--- src/verilog/rhbl_pkg.sv ---
// constants for the reset and host boot loader block
package rhbl_pkg;

	// clock
	localparam int unsigned CLK_MHZ = 10;

	// register offsets on the host byte register port
	localparam logic [7:0] OFS_CMD_CHANNEL = 8'h00;
	localparam logic [7:0] OFS_SPEED_CTRL = 8'h05;
	localparam logic [7:0] OFS_IRQ_CONFIG = 8'h07;
	localparam logic [7:0] OFS_SOFT_RESET = 8'h14;
	localparam logic [7:0] OFS_LINK_CONFIG = 8'h16;
	localparam logic [7:0] OFS_PRODUCT = 8'h1C;
	localparam logic [7:0] OFS_REVISION = 8'h1D;
	localparam logic [7:0] OFS_ROM_VER_LO = 8'h1E;
	localparam logic [7:0] OFS_ROM_VER_HI = 8'h1F;
	localparam logic [7:0] OFS_BOOT_FLAGS = 8'h25;

	// reset values
	localparam logic [7:0] RST_SPEED_CTRL = 8'h00;
	localparam logic [7:0] RST_IRQ_CONFIG = 8'h00;
	localparam logic [7:0] RST_LINK_CONFIG = 8'h00;

	// field positions and the soft reset value
	localparam int unsigned SPEED_TURBO_OFF_BIT = 0;
	localparam logic [7:0] SOFT_RESET_VALUE = 8'h01;
	localparam int unsigned FLAG_IFACE_READY_BIT = 4;
	localparam int unsigned FLAG_VERIFY_DONE_BIT = 5;
	localparam int unsigned FLAG_VERIFY_ERR_BIT = 6;

	// command codes
	localparam logic [15:0] CMD_IMAGE_UPLOAD = 16'h0002;
	localparam logic [15:0] CMD_IMAGE_LAUNCH = 16'h0003;

	// timing: printed figures in microseconds, cycles derived
	localparam int unsigned LOADER_STARTUP_US = 1000;
	localparam int unsigned IMAGE_STARTUP_US = 2000;
	localparam int unsigned LOADER_STARTUP_CYC = LOADER_STARTUP_US * CLK_MHZ;
	localparam int unsigned IMAGE_STARTUP_CYC = IMAGE_STARTUP_US * CLK_MHZ;
	localparam logic [4:0] CORE_RESET_CYC = 5'h10;

	// boot sequence states
	typedef enum logic [3:0] {
		RHBL_HOLD,
		RHBL_INIT,
		RHBL_READY,
		RHBL_UPLOAD,
		RHBL_VERIFY,
		RHBL_LOADED,
		RHBL_BOOTING,
		RHBL_RUN,
		RHBL_FLASH
	} rhbl_state_t;

	// cause of the last reset
	typedef enum logic [1:0] {
		RHBL_CAUSE_POR,
		RHBL_CAUSE_EXT,
		RHBL_CAUSE_HOST,
		RHBL_CAUSE_WDOG
	} rhbl_cause_t;

endpackage

--- src/verilog/rhbl_boot_loader.sv ---
// reset sources, boot mode selection and host image upload handshake
// Notes on behaviour
// four reset sources; power-on and external pad reset everything. Pad reset here keeps speed, interrupt and link config.
// host and watchdog resets spare the debug port.
// watchdog reset suppressed when watchdog off or debug port on.
// writing one to soft reset register triggers a host reset.
// after any reset the loader starts from its beginning.
// host-load mode if boot pad high or last reset was host reset.
// in host-load mode set interface-ready after loader start-up.
// host may write link config, then interrupt config.
// turbo-disable bit selects 20 MHz, clear selects 50 MHz.
// host polls ready flag or waits start-up time before upload.
// host may read product, revision and ROM version first.
// upload starts with command 0x0002, writes in whole words.
// only the first transaction carries the upload header.
// upload length field counts 32-bit words of the image.
// verify during load; set verify-done or verify-error flag.
// host polls verify flags and recovers on error.
// launch is command 0x0003 on the command channel.
// launch clears the interface-ready flag.
// after boot set ready, insert init events, raise host interrupt.
// host reads fifo to clear the first interrupt.
// header is command code then length, each two bytes LSB first.
// commands padded to four bytes, padding counted in length.
// launch before verify-done is ignored, ready unchanged.
`timescale 1ns/1ps
module rhbl_boot_loader #(
	parameter int unsigned LOADER_CYCLES = rhbl_pkg::LOADER_STARTUP_CYC,
	parameter int unsigned IMAGE_CYCLES = rhbl_pkg::IMAGE_STARTUP_CYC,
	// identity values are arbitrary
	parameter logic [7:0] PRODUCT_CODE = 8'hA5,
	parameter logic [7:0] REVISION_CODE = 8'h11,
	parameter logic [15:0] ROM_VERSION = 16'h1234
) (
	// clock and power-on reset
	input wire logic i_clk,
	input wire logic i_reset_n,
	// pads
	input wire logic i_external_reset_pad_n,
	input wire logic i_boot_select_pad,
	// watchdog and debug port
	input wire logic i_watchdog_bite,
	input wire logic i_watchdog_enable,
	input wire logic i_debug_port_enable,
	// host byte register port
	input wire logic [7:0] i_reg_addr,
	input wire logic i_reg_wr,
	input wire logic [7:0] i_reg_wdata,
	output logic [7:0] o_reg_rdata,
	// image verifier
	output logic o_image_valid,
	output logic [31:0] o_image_word,
	output logic o_image_last,
	input wire logic i_verify_pass,
	input wire logic i_verify_fail,
	// fifo side
	input wire logic i_fifo_read,
	output logic o_init_event_wake,
	output logic o_init_event_nonwake,
	// resets, mode and config outputs
	output logic o_core_reset_n,
	output logic o_debug_reset_n,
	output logic o_host_load_mode,
	output logic o_flash_boot_start,
	output logic o_core_turbo_off,
	output logic [7:0] o_irq_config,
	output logic [7:0] o_link_config,
	output logic o_host_irq
);

	////////////////////////////////////////////////////////////////////////
	// pad synchronisers and reset sources

	logic ext_pad_n_s;
	logic boot_pad_s;

	// idle level of the pad, so power-on does not look like a pad reset
	rhbl_sync2 #(.RESET_LEVEL(1'b1)) u_sync_ext (
		.i_clk(i_clk),
		.i_reset_n(i_reset_n),
		.i_async(i_external_reset_pad_n),
		.o_sync(ext_pad_n_s)
	);

	rhbl_sync2 #(.RESET_LEVEL(1'b0)) u_sync_boot (
		.i_clk(i_clk),
		.i_reset_n(i_reset_n),
		.i_async(i_boot_select_pad),
		.o_sync(boot_pad_s)
	);

	wire ext_reset = !ext_pad_n_s;
	wire host_reset = i_reg_wr && (i_reg_addr == rhbl_pkg::OFS_SOFT_RESET) &&
		(i_reg_wdata == rhbl_pkg::SOFT_RESET_VALUE);
	wire wdog_reset = i_watchdog_bite && i_watchdog_enable && !i_debug_port_enable;
	wire any_reset = ext_reset || host_reset || wdog_reset;

	rhbl_pkg::rhbl_cause_t cause_q;
	logic [4:0] hold_cnt_q;
	logic debug_rst_n_q;
	logic core_rst_n_q;

	always_ff @(posedge i_clk or negedge i_reset_n) begin
		if (!i_reset_n) begin
			cause_q <= rhbl_pkg::RHBL_CAUSE_POR;
			hold_cnt_q <= rhbl_pkg::CORE_RESET_CYC;
			core_rst_n_q <= 1'b0;
			debug_rst_n_q <= 1'b0;
		end else begin
			// the debug port follows only the hard sources
			debug_rst_n_q <= !ext_reset;
			if (any_reset) begin
				hold_cnt_q <= rhbl_pkg::CORE_RESET_CYC;
				core_rst_n_q <= 1'b0;
			end else if (hold_cnt_q != 5'h00) begin
				hold_cnt_q <= hold_cnt_q - 5'h01;
			end else begin
				core_rst_n_q <= 1'b1;
			end
			// external reset outranks softer sources in the cause record
			if (ext_reset) begin
				cause_q <= rhbl_pkg::RHBL_CAUSE_EXT;
			end else if (host_reset) begin
				cause_q <= rhbl_pkg::RHBL_CAUSE_HOST;
			end else if (wdog_reset) begin
				cause_q <= rhbl_pkg::RHBL_CAUSE_WDOG;
			end
		end
	end

	assign o_core_reset_n = core_rst_n_q;
	assign o_debug_reset_n = debug_rst_n_q;

	////////////////////////////////////////////////////////////////////////
	// host registers

	logic [7:0] speed_q;
	logic [7:0] irq_cfg_q;
	logic [7:0] link_cfg_q;

	wire wr_speed = i_reg_wr && (i_reg_addr == rhbl_pkg::OFS_SPEED_CTRL);
	wire wr_irq = i_reg_wr && (i_reg_addr == rhbl_pkg::OFS_IRQ_CONFIG);
	wire wr_link = i_reg_wr && (i_reg_addr == rhbl_pkg::OFS_LINK_CONFIG);
	wire wr_cmd = i_reg_wr && (i_reg_addr == rhbl_pkg::OFS_CMD_CHANNEL);

	// host-side configuration lives in the interface and survives soft resets
	always_ff @(posedge i_clk or negedge i_reset_n) begin
		if (!i_reset_n) begin
			speed_q <= rhbl_pkg::RST_SPEED_CTRL;
			irq_cfg_q <= rhbl_pkg::RST_IRQ_CONFIG;
			link_cfg_q <= rhbl_pkg::RST_LINK_CONFIG;
		end else begin
			if (wr_speed) begin
				speed_q <= i_reg_wdata;
			end
			if (wr_irq) begin
				irq_cfg_q <= i_reg_wdata;
			end
			if (wr_link) begin
				link_cfg_q <= i_reg_wdata;
			end
		end
	end

	assign o_core_turbo_off = speed_q[rhbl_pkg::SPEED_TURBO_OFF_BIT];
	assign o_irq_config = irq_cfg_q;
	assign o_link_config = link_cfg_q;

	////////////////////////////////////////////////////////////////////////
	// command channel word assembly

	logic word_valid;
	logic [31:0] word;
	rhbl_pkg::rhbl_state_t state_q;

	rhbl_word_packer u_packer (
		.i_clk(i_clk),
		.i_reset_n(i_reset_n),
		.i_clear(!core_rst_n_q),
		.i_byte_valid(wr_cmd),
		.i_byte(i_reg_wdata),
		.o_word_valid(word_valid),
		.o_word(word)
	);

	// header: code in the low half, length in the high half
	wire [15:0] hdr_code = word[15:0];
	wire [15:0] hdr_len = word[31:16];
	wire hdr_slot = (state_q == rhbl_pkg::RHBL_READY) || (state_q == rhbl_pkg::RHBL_LOADED) ||
		(state_q == rhbl_pkg::RHBL_VERIFY);
	wire cmd_upload = word_valid && hdr_slot && (hdr_code == rhbl_pkg::CMD_IMAGE_UPLOAD);
	wire cmd_launch = word_valid && hdr_slot && (hdr_code == rhbl_pkg::CMD_IMAGE_LAUNCH);
	wire data_word = word_valid && (state_q == rhbl_pkg::RHBL_UPLOAD);

	////////////////////////////////////////////////////////////////////////
	// boot sequence

	logic [19:0] wait_q;
	logic [15:0] words_left_q;
	logic ready_q;
	logic done_q;
	logic err_q;
	logic host_mode_q;
	logic irq_q;
	logic init_ev_q;
	logic flash_q;
	logic img_valid_q;
	logic img_last_q;
	logic [31:0] img_word_q;

	wire wait_over = (wait_q == 20'h00000);
	wire host_mode_d = boot_pad_s || (cause_q == rhbl_pkg::RHBL_CAUSE_HOST);
	wire launch_ok = cmd_launch && done_q;

	always_ff @(posedge i_clk or negedge i_reset_n) begin
		if (!i_reset_n) begin
			state_q <= rhbl_pkg::RHBL_HOLD;
			wait_q <= 20'h00000;
			words_left_q <= 16'h0000;
			host_mode_q <= 1'b0;
			flash_q <= 1'b0;
			init_ev_q <= 1'b0;
			img_valid_q <= 1'b0;
			img_last_q <= 1'b0;
			img_word_q <= 32'h0000_0000;
		end else if (!core_rst_n_q) begin
			state_q <= rhbl_pkg::RHBL_HOLD;
			flash_q <= 1'b0;
			init_ev_q <= 1'b0;
			img_valid_q <= 1'b0;
			img_last_q <= 1'b0;
		end else begin
			flash_q <= 1'b0;
			init_ev_q <= 1'b0;
			img_valid_q <= data_word;
			img_last_q <= data_word && (words_left_q == 16'h0001);
			if (data_word) begin
				img_word_q <= word;
			end
			unique case (state_q)
				rhbl_pkg::RHBL_HOLD: begin
					host_mode_q <= host_mode_d;
					wait_q <= 20'(LOADER_CYCLES);
					state_q <= rhbl_pkg::RHBL_INIT;
				end
				rhbl_pkg::RHBL_INIT: begin
					if (!wait_over) begin
						wait_q <= wait_q - 20'h00001;
					end else if (host_mode_q) begin
						state_q <= rhbl_pkg::RHBL_READY;
					end else begin
						flash_q <= 1'b1;
						state_q <= rhbl_pkg::RHBL_FLASH;
					end
				end
				rhbl_pkg::RHBL_READY, rhbl_pkg::RHBL_VERIFY, rhbl_pkg::RHBL_LOADED: begin
					if (cmd_upload && (hdr_len != 16'h0000)) begin
						words_left_q <= hdr_len;
						state_q <= rhbl_pkg::RHBL_UPLOAD;
					end else if (launch_ok) begin
						wait_q <= 20'(IMAGE_CYCLES);
						state_q <= rhbl_pkg::RHBL_BOOTING;
					end else if (done_q && state_q == rhbl_pkg::RHBL_VERIFY) begin
						state_q <= rhbl_pkg::RHBL_LOADED;
					end
				end
				rhbl_pkg::RHBL_UPLOAD: begin
					if (data_word) begin
						words_left_q <= words_left_q - 16'h0001;
						if (words_left_q == 16'h0001) begin
							state_q <= rhbl_pkg::RHBL_VERIFY;
						end
					end
				end
				rhbl_pkg::RHBL_BOOTING: begin
					if (!wait_over) begin
						wait_q <= wait_q - 20'h00001;
					end else begin
						init_ev_q <= 1'b1;
						state_q <= rhbl_pkg::RHBL_RUN;
					end
				end
				rhbl_pkg::RHBL_RUN, rhbl_pkg::RHBL_FLASH: begin
					state_q <= state_q;
				end
				default: begin
					state_q <= rhbl_pkg::RHBL_HOLD;
				end
			endcase
		end
	end

	////////////////////////////////////////////////////////////////////////
	// status flags and host interrupt

	wire ready_set = (state_q == rhbl_pkg::RHBL_INIT) && wait_over && host_mode_q;
	wire ready_clr = launch_ok && (state_q != rhbl_pkg::RHBL_UPLOAD);
	wire verify_active = (state_q == rhbl_pkg::RHBL_UPLOAD) || (state_q == rhbl_pkg::RHBL_VERIFY);
	wire verify_clr = cmd_upload;

	always_ff @(posedge i_clk or negedge i_reset_n) begin
		if (!i_reset_n) begin
			ready_q <= 1'b0;
			done_q <= 1'b0;
			err_q <= 1'b0;
			irq_q <= 1'b0;
		end else if (!core_rst_n_q) begin
			ready_q <= 1'b0;
			done_q <= 1'b0;
			err_q <= 1'b0;
			irq_q <= 1'b0;
		end else begin
			if (ready_set || init_ev_q) begin
				ready_q <= 1'b1;
			end else if (ready_clr) begin
				ready_q <= 1'b0;
			end
			// a verdict landing with a new upload header still counts
			if (verify_active && i_verify_pass && !i_verify_fail) begin
				done_q <= 1'b1;
			end else if (verify_clr) begin
				done_q <= 1'b0;
			end
			if (verify_active && i_verify_fail) begin
				err_q <= 1'b1;
			end else if (verify_clr) begin
				err_q <= 1'b0;
			end
			if (init_ev_q) begin
				irq_q <= 1'b1;
			end else if (i_fifo_read) begin
				irq_q <= 1'b0;
			end
		end
	end

	assign o_host_irq = irq_q;
	assign o_init_event_wake = init_ev_q;
	assign o_init_event_nonwake = init_ev_q;
	assign o_host_load_mode = host_mode_q;
	assign o_flash_boot_start = flash_q;
	assign o_image_valid = img_valid_q;
	assign o_image_last = img_last_q;
	assign o_image_word = img_word_q;

	////////////////////////////////////////////////////////////////////////
	// read data

	wire [7:0] flags = (8'(ready_q) << rhbl_pkg::FLAG_IFACE_READY_BIT) |
		(8'(done_q) << rhbl_pkg::FLAG_VERIFY_DONE_BIT) |
		(8'(err_q) << rhbl_pkg::FLAG_VERIFY_ERR_BIT);

	assign o_reg_rdata =
		(i_reg_addr == rhbl_pkg::OFS_SPEED_CTRL) ? speed_q :
		(i_reg_addr == rhbl_pkg::OFS_IRQ_CONFIG) ? irq_cfg_q :
		(i_reg_addr == rhbl_pkg::OFS_LINK_CONFIG) ? link_cfg_q :
		(i_reg_addr == rhbl_pkg::OFS_PRODUCT) ? PRODUCT_CODE :
		(i_reg_addr == rhbl_pkg::OFS_REVISION) ? REVISION_CODE :
		(i_reg_addr == rhbl_pkg::OFS_ROM_VER_LO) ? ROM_VERSION[7:0] :
		(i_reg_addr == rhbl_pkg::OFS_ROM_VER_HI) ? ROM_VERSION[15:8] :
		(i_reg_addr == rhbl_pkg::OFS_BOOT_FLAGS) ? flags : 8'h00;

	////////////////////////////////////////////////////////////////////////
	// checks

	a_soft_reset_hold: assert property (@(posedge i_clk) disable iff (!i_reset_n)
		host_reset |=> !o_core_reset_n [*8])
		else $error("soft reset did not hold the core in reset");

	a_hard_reset_debug: assert property (@(posedge i_clk) disable iff (!i_reset_n)
		ext_reset |=> !o_debug_reset_n && !o_core_reset_n)
		else $error("external reset missed a block");

	a_debug_kept: assert property (@(posedge i_clk) disable iff (!i_reset_n)
		(host_reset || wdog_reset) && !ext_reset && o_debug_reset_n |=> o_debug_reset_n)
		else $error("soft reset disturbed the debug port");

	a_wdog_suppressed: assert property (@(posedge i_clk) disable iff (!i_reset_n)
		i_watchdog_bite && i_debug_port_enable && !ext_reset && !host_reset &&
		o_core_reset_n && hold_cnt_q == 5'h00 |=> o_core_reset_n)
		else $error("suppressed watchdog still reset the core");

	a_mode_select: assert property (@(posedge i_clk) disable iff (!i_reset_n)
		state_q == rhbl_pkg::RHBL_HOLD && core_rst_n_q |=> o_host_load_mode == $past(host_mode_d))
		else $error("boot mode wrongly chosen");

	a_ready_after_init: assert property (@(posedge i_clk) disable iff (!i_reset_n)
		ready_set && !any_reset |=> ##1 flags[rhbl_pkg::FLAG_IFACE_READY_BIT])
		else $error("ready flag not set after loader start-up");

	a_launch_clears: assert property (@(posedge i_clk) disable iff (!i_reset_n)
		launch_ok && core_rst_n_q && !any_reset |=> !ready_q && state_q == rhbl_pkg::RHBL_BOOTING)
		else $error("launch did not clear the ready flag");

	a_early_launch: assert property (@(posedge i_clk) disable iff (!i_reset_n)
		cmd_launch && !done_q && !cmd_upload && core_rst_n_q && !any_reset |=> $stable(ready_q))
		else $error("launch before verify-done was acted on");

	a_boot_complete: assert property (@(posedge i_clk) disable iff (!i_reset_n)
		init_ev_q && core_rst_n_q |=> ready_q && o_host_irq)
		else $error("boot completion not signalled");

	a_turbo_bit: assert property (@(posedge i_clk) disable iff (!i_reset_n)
		wr_speed |=> o_core_turbo_off == $past(i_reg_wdata[0]))
		else $error("turbo-disable bit not applied");

	a_verify_flag: assert property (@(posedge i_clk) disable iff (!i_reset_n)
		verify_active && i_verify_fail && core_rst_n_q |=> err_q ##1 err_q || !core_rst_n_q)
		else $error("verify error flag not raised");

endmodule // rhbl_boot_loader

--- src/verilog/rhbl_sync2.sv ---
// two flip-flop synchroniser for pad levels
`timescale 1ns/1ps
module rhbl_sync2 #(
	parameter logic RESET_LEVEL = 1'b0
) (
	// clock and reset
	input wire logic i_clk,
	input wire logic i_reset_n,
	// pad level in, synchronised level out
	input wire logic i_async,
	output logic o_sync
);

	logic meta_q;
	logic sync_q;

	always_ff @(posedge i_clk or negedge i_reset_n) begin
		if (!i_reset_n) begin
			meta_q <= RESET_LEVEL;
			sync_q <= RESET_LEVEL;
		end else begin
			meta_q <= i_async;
			sync_q <= meta_q;
		end
	end

	assign o_sync = sync_q;

endmodule // rhbl_sync2

--- src/verilog/rhbl_word_packer.sv ---
// packs command channel bytes into 32-bit words, lowest byte first
`timescale 1ns/1ps
module rhbl_word_packer (
	// clock and reset
	input wire logic i_clk,
	input wire logic i_reset_n,
	// byte stream
	input wire logic i_clear,
	input wire logic i_byte_valid,
	input wire logic [7:0] i_byte,
	// word stream
	output logic o_word_valid,
	output logic [31:0] o_word
);

	logic [1:0] idx_q;
	logic [31:0] word_q;
	logic valid_q;

	always_ff @(posedge i_clk or negedge i_reset_n) begin
		if (!i_reset_n) begin
			idx_q <= 2'h0;
			word_q <= 32'h0000_0000;
			valid_q <= 1'b0;
		end else begin
			valid_q <= i_byte_valid && (idx_q == 2'h3) && !i_clear;
			if (i_clear) begin
				idx_q <= 2'h0;
			end else if (i_byte_valid) begin
				word_q[idx_q*8 +: 8] <= i_byte;
				idx_q <= idx_q + 2'h1;
			end
		end
	end

	assign o_word_valid = valid_q;
	assign o_word = word_q;

endmodule // rhbl_word_packer
--- config.mk ---
export PLATFORM = sky130hd
export DESIGN_NAME = rhbl_boot_loader
export DESIGN_NICKNAME = d
export VERILOG_FILES = /design/src/verilog/rhbl_pkg.sv /design/src/verilog/rhbl_boot_loader.sv /design/src/verilog/rhbl_sync2.sv /design/src/verilog/rhbl_word_packer.sv
export SDC_FILE = /design/constraint.sdc
export NUM_CORES = 1
export LEC_CHECK = 0
export ABC_AREA = 0
export BUFFER_PORTS_ARGS = -buffer_cell sky130_fd_sc_hd__buf_2
export CORE_AREA = 2 2 115 117
export DETAILED_ROUTE_END_ITERATION = 16
export DIE_AREA = 0 0 117 119
export PLACE_DENSITY = 0.87
export REMOVE_ABC_BUFFERS = 1
export SLEW_MARGIN = 20
export SYNTH_ARGS = -nofsm -noshare
export SYNTH_HDL_FRONTEND = slang
export SYNTH_HIERARCHICAL = 1
export SYNTH_SLANG_ARGS = --single-unit
export TNS_END_PERCENT = 100
--- constraint.sdc ---
create_clock -name i_clk -period 4.54 [get_ports i_clk]
set_input_delay 0.454 -clock i_clk [delete_from_list [all_inputs] [get_ports i_clk]]
set_output_delay 0.454 -clock i_clk [all_outputs]
set_load 0.01 [all_outputs]
==> impl_metrics.tcl <==
set metrics [dict create \
    clock_latency_ns 0.42 \
    die_height_um 119 \
    worst_slew_pin_slew_ns 0.808 \
    clock_skew_ns 0.00950 \
    synth_top_family_by_area "compound AO/OA/AOI/OAI gates" \
    r2r-end "words_left_q[9]" \
    grtUsageTotal_pct 27.9 \
    num_rows 42 \
    pin_count 93 \
    post-route-period-util_pct 63.2 \
    drive_gt1_share_pct 19.2 \
    drc 0 \
    synthAdderAreaFrac_pct 1.83 \
    rsz0062_at_grt "false" \
    slowest_delay_ns 0.70 \
    fillers 967 \
    portBuffers 92 \
    total_power_mw 3.39 \
    ys_types 76 \
    cts_resized 0 \
    yosys-mux-area-fraction_pct 8.91 \
    cts_hold_buf 0 \
    yosys_register_bits 153 \
    dr.pass1.iters 6 \
    ys_seq_area_share_pct 51.1 \
    worstHoldPathType "primary input to asynchronous set/reset pin" \
    path_cells "or3b_1 -> a21oi_1 -> buf_4 -> nand4bb_1 -> a21oi_2 -> o21ai_1 -> o2bb2ai_1" \
    grt_pass1_vias 5977 \
    synth-simple-area-share_pct 16.1 \
    cts_setup_buffers 0 \
    antenna_cells 0 \
    die_w_um 117 \
    slew_headroom_pct 46.1 \
    yosysWarnings 6 \
    max-vdd-ir-drop_mv 0.304 \
    drtIter0Drc 488 \
    maxCapViolCount 0 \
    cts_sinks 153 \
    cp.arrival_ns 3.16 \
    synth_area_sq_mm 0.00750 \
    synth_ff_type "dfrtp_1" \
    reg2reg_depth 7 \
    vias 6191 \
    syn2layout_area_growth_pct 15.1 \
    crit_family "compound AO/OA/AOI/OAI gates" \
    synth-edff-count 0 \
    htreeDepth 4 \
    tritoncts "built" \
    status "finished clean" \
    start_util_pct 58.3 \
    routedWlPerCell_um 18.9 \
    critPathLaunchType "flop" \
    setup_tns_ns 0 \
    dr_wl_met3_um 1340 \
    grt_pass1_wl_um 30300 \
    synth_compound_area_share_pct 17.7 \
    hold_violations 0 \
    overflow 0 \
    reg2reg_slack_ns 1.67 \
    crit_slowest_cell "a21oi_2" \
    r2r-start "state_q[0]" \
    grt_max_degree 80 \
    synthArstFlopShare_pct 100 \
    p_leak_nw 4.17 \
    top_layer "met4" \
    place_congestion 0.852 \
    cts_root_buf "clkbuf_16" \
    antenna_found_initial 0 \
    ant_nets 0 \
    timing.critical_path.buf_inv 1 \
    nets 831 \
    vias_per_cell 6.32 \
    required_ns 4.83 \
    clkTransAtPathRegs_ns 0.06 \
    max_freq_mhz 349 \
    cts_made_buffers 17 \
    finalSetupViolations 0 \
    synth_xor_area_share_pct 0.584 \
    p_per_area_mw_per_mm2 392 \
    core_area_sq_mm 0.0129 \
    dr_wl_met2_um 9070 \
    syn_inst 716 \
    cp-end-kind "flop" \
    routed_wl_um 18500 \
    synth_area_per_cell_sq_um 10.5 \
    fin_crit_ns 2.87 \
    crit_type "flop to flop" \
    die_area_sq_mm 0.0139 \
    wl_met1_um 7610 \
    hpwl_um 12200 \
    critPathMaxFanout 22 \
    drv_slew 0 \
    clockBufferDepth 2 \
]
-- Yosys cell counts (all sizes together), types with 4 or more instances --
master    n  area share (%)
a32o     24             3.2
nand2b    5            0.42
xnor2     4            0.47
nand4     4            0.33
o22ai     8            0.67
o32ai    11             2.1
nor2     68             3.4
nor3b     5            0.57
clkbuf   30             1.5
o211ai    5            0.57
and3b     4            0.47
nor2b     7            0.58
or2       4            0.33
mux2     54             8.1
inv      30             1.5
dfrtp   150              50
mux2i     6            0.80
o21ai    49             3.3
and3      6            0.50
nand3b    4            0.40
nor4     15             1.3
nor3     19             1.3
ha       11             1.8
nand3    21             1.6
a31oi     6            0.70
or4       5            0.60
nand2    46             2.3
a21o      5            0.50
buf      11            0.82
a21oi    53             3.6
-- cells by family (layout without fill, tap and decap cells) --
| group | Yosys count | count (layout) |
|---|---|---|
| AOI/OAI and AO/OA | 188 | 188 |
| xor gates and xnor gates | 5 | 5 |
| adders and majority gates | 11 | 11 |
| buffers and inverters | 71 | 159 |
| DFF | 153 | 153 |
| muxes | 60 | 60 |
| and+or+nand+nor | 228 | 228 |
-- power by group --
part	switching, mW	internal (mW)
combinational	0.294	0.179
sequential	0.107	1.45
clock	0.545	0.809
-- placed cells by master, fill, tap and decap left out, types with 4 or more instances in the layout --
cell	instances
dfrtp_1	150
buf_2	91
nor2_1	68
mux2_1	53
a21oi_1	52
nand2_1	46
o21ai_1	33
inv_1	27
a32o_1	24
nand3_1	20
nor3_1	19
clkbuf_16	17
o21ai_0	16
nor4_1	14
ha_1	11
o22ai_1	8
o32ai_2	8
nor2b_1	7
buf_4	7
mux2i_1	6
and3_1	6
nand2b_1	5
a21o_1	5
a31oi_1	5
nand4_1	4
nor3b_1	4
nand3b_1	4
o211ai_1	4
xnor2_1	4
and3b_1	4
clkbuf_1	4
-- flip-flops by register name, indices dropped and copies added, names as in the netlist, 2 cells and up --
register         flops
o_image_word        32
words_left_q        16
hold_cnt_q           5
u_packer/idx_q       2
state_q              4
u_packer/o_word     32
o_irq_config         8
wait_q              20
cause_q              2
o_link_config        8
speed_q              8
-- how the worst max path moves through the flow --
stage / slack, ns / to / start / cells past startpoint
floorplan: 1.35 / words_left_q[15] / state_q[0] / 4
global placement: 1.82 / words_left_q[9] / state_q[0] / 7
detailed placement: 1.73 / o_image_word[12] / state_q[0] / 5
CTS: 1.69 / o_image_word[12] / state_q[0] / 5
global route: 1.49 / o_image_word[12] / state_q[0] / 5
finish: 1.67 / words_left_q[9] / state_q[0] / 7
-- stage by stage --
| step | std cells | hold slack, ns | setup WS (ns) | utilization (%) | instance area (sq um) |
|---|---|---|---|---|---|
| after global routing | 980 | 0.121 | 1.49 | 67.0 | 8630 |
| after floorplan | 675 | 0.158 | 1.35 | - | 7330 |
| after detailed placement | 950 | 0.340 | 1.73 | 62.7 | 8070 |
| final | 980 | 0.0659 | 1.67 | 67.0 | 8630 |
| after global placement | 950 | 0.335 | 1.82 | 62.7 | 8070 |
| after CTS | 980 | 0.0845 | 1.69 | 67.0 | 8630 |
-- layout make-up --
type / count / area, sq um / area share (%)
Sequential cell: 153 / 3830 / 44.4
Multi-Input combinational cell: 492 / 3390 / 39.3
Timing Repair Buffer: 99 / 519 / 6.02
Clock buffer: 21 / 440 / 5.10
Tap cell: 176 / 220 / 2.55
Clock inverter: 9 / 118 / 1.36
Inverter: 30 / 113 / 1.30
-- layer usage --
metal,vias to the layer above,track usage (%)
met4,0,10.0
met1,3065,37.3
met5,-,0
li1,2792,-
met2,285,44.4
met3,49,6.62
-- worst reg2reg max path: cells and delay by family (launching register included) --
family                 cells  cell delay (ns)
AND/OR/NAND/NOR            2             0.78
flip-flops                 1             0.63
AO/OA/AOI/OAI              4             1.16
buffers and inverters      1             0.19
Note: power is estimated with default switching activity, not from simulation.
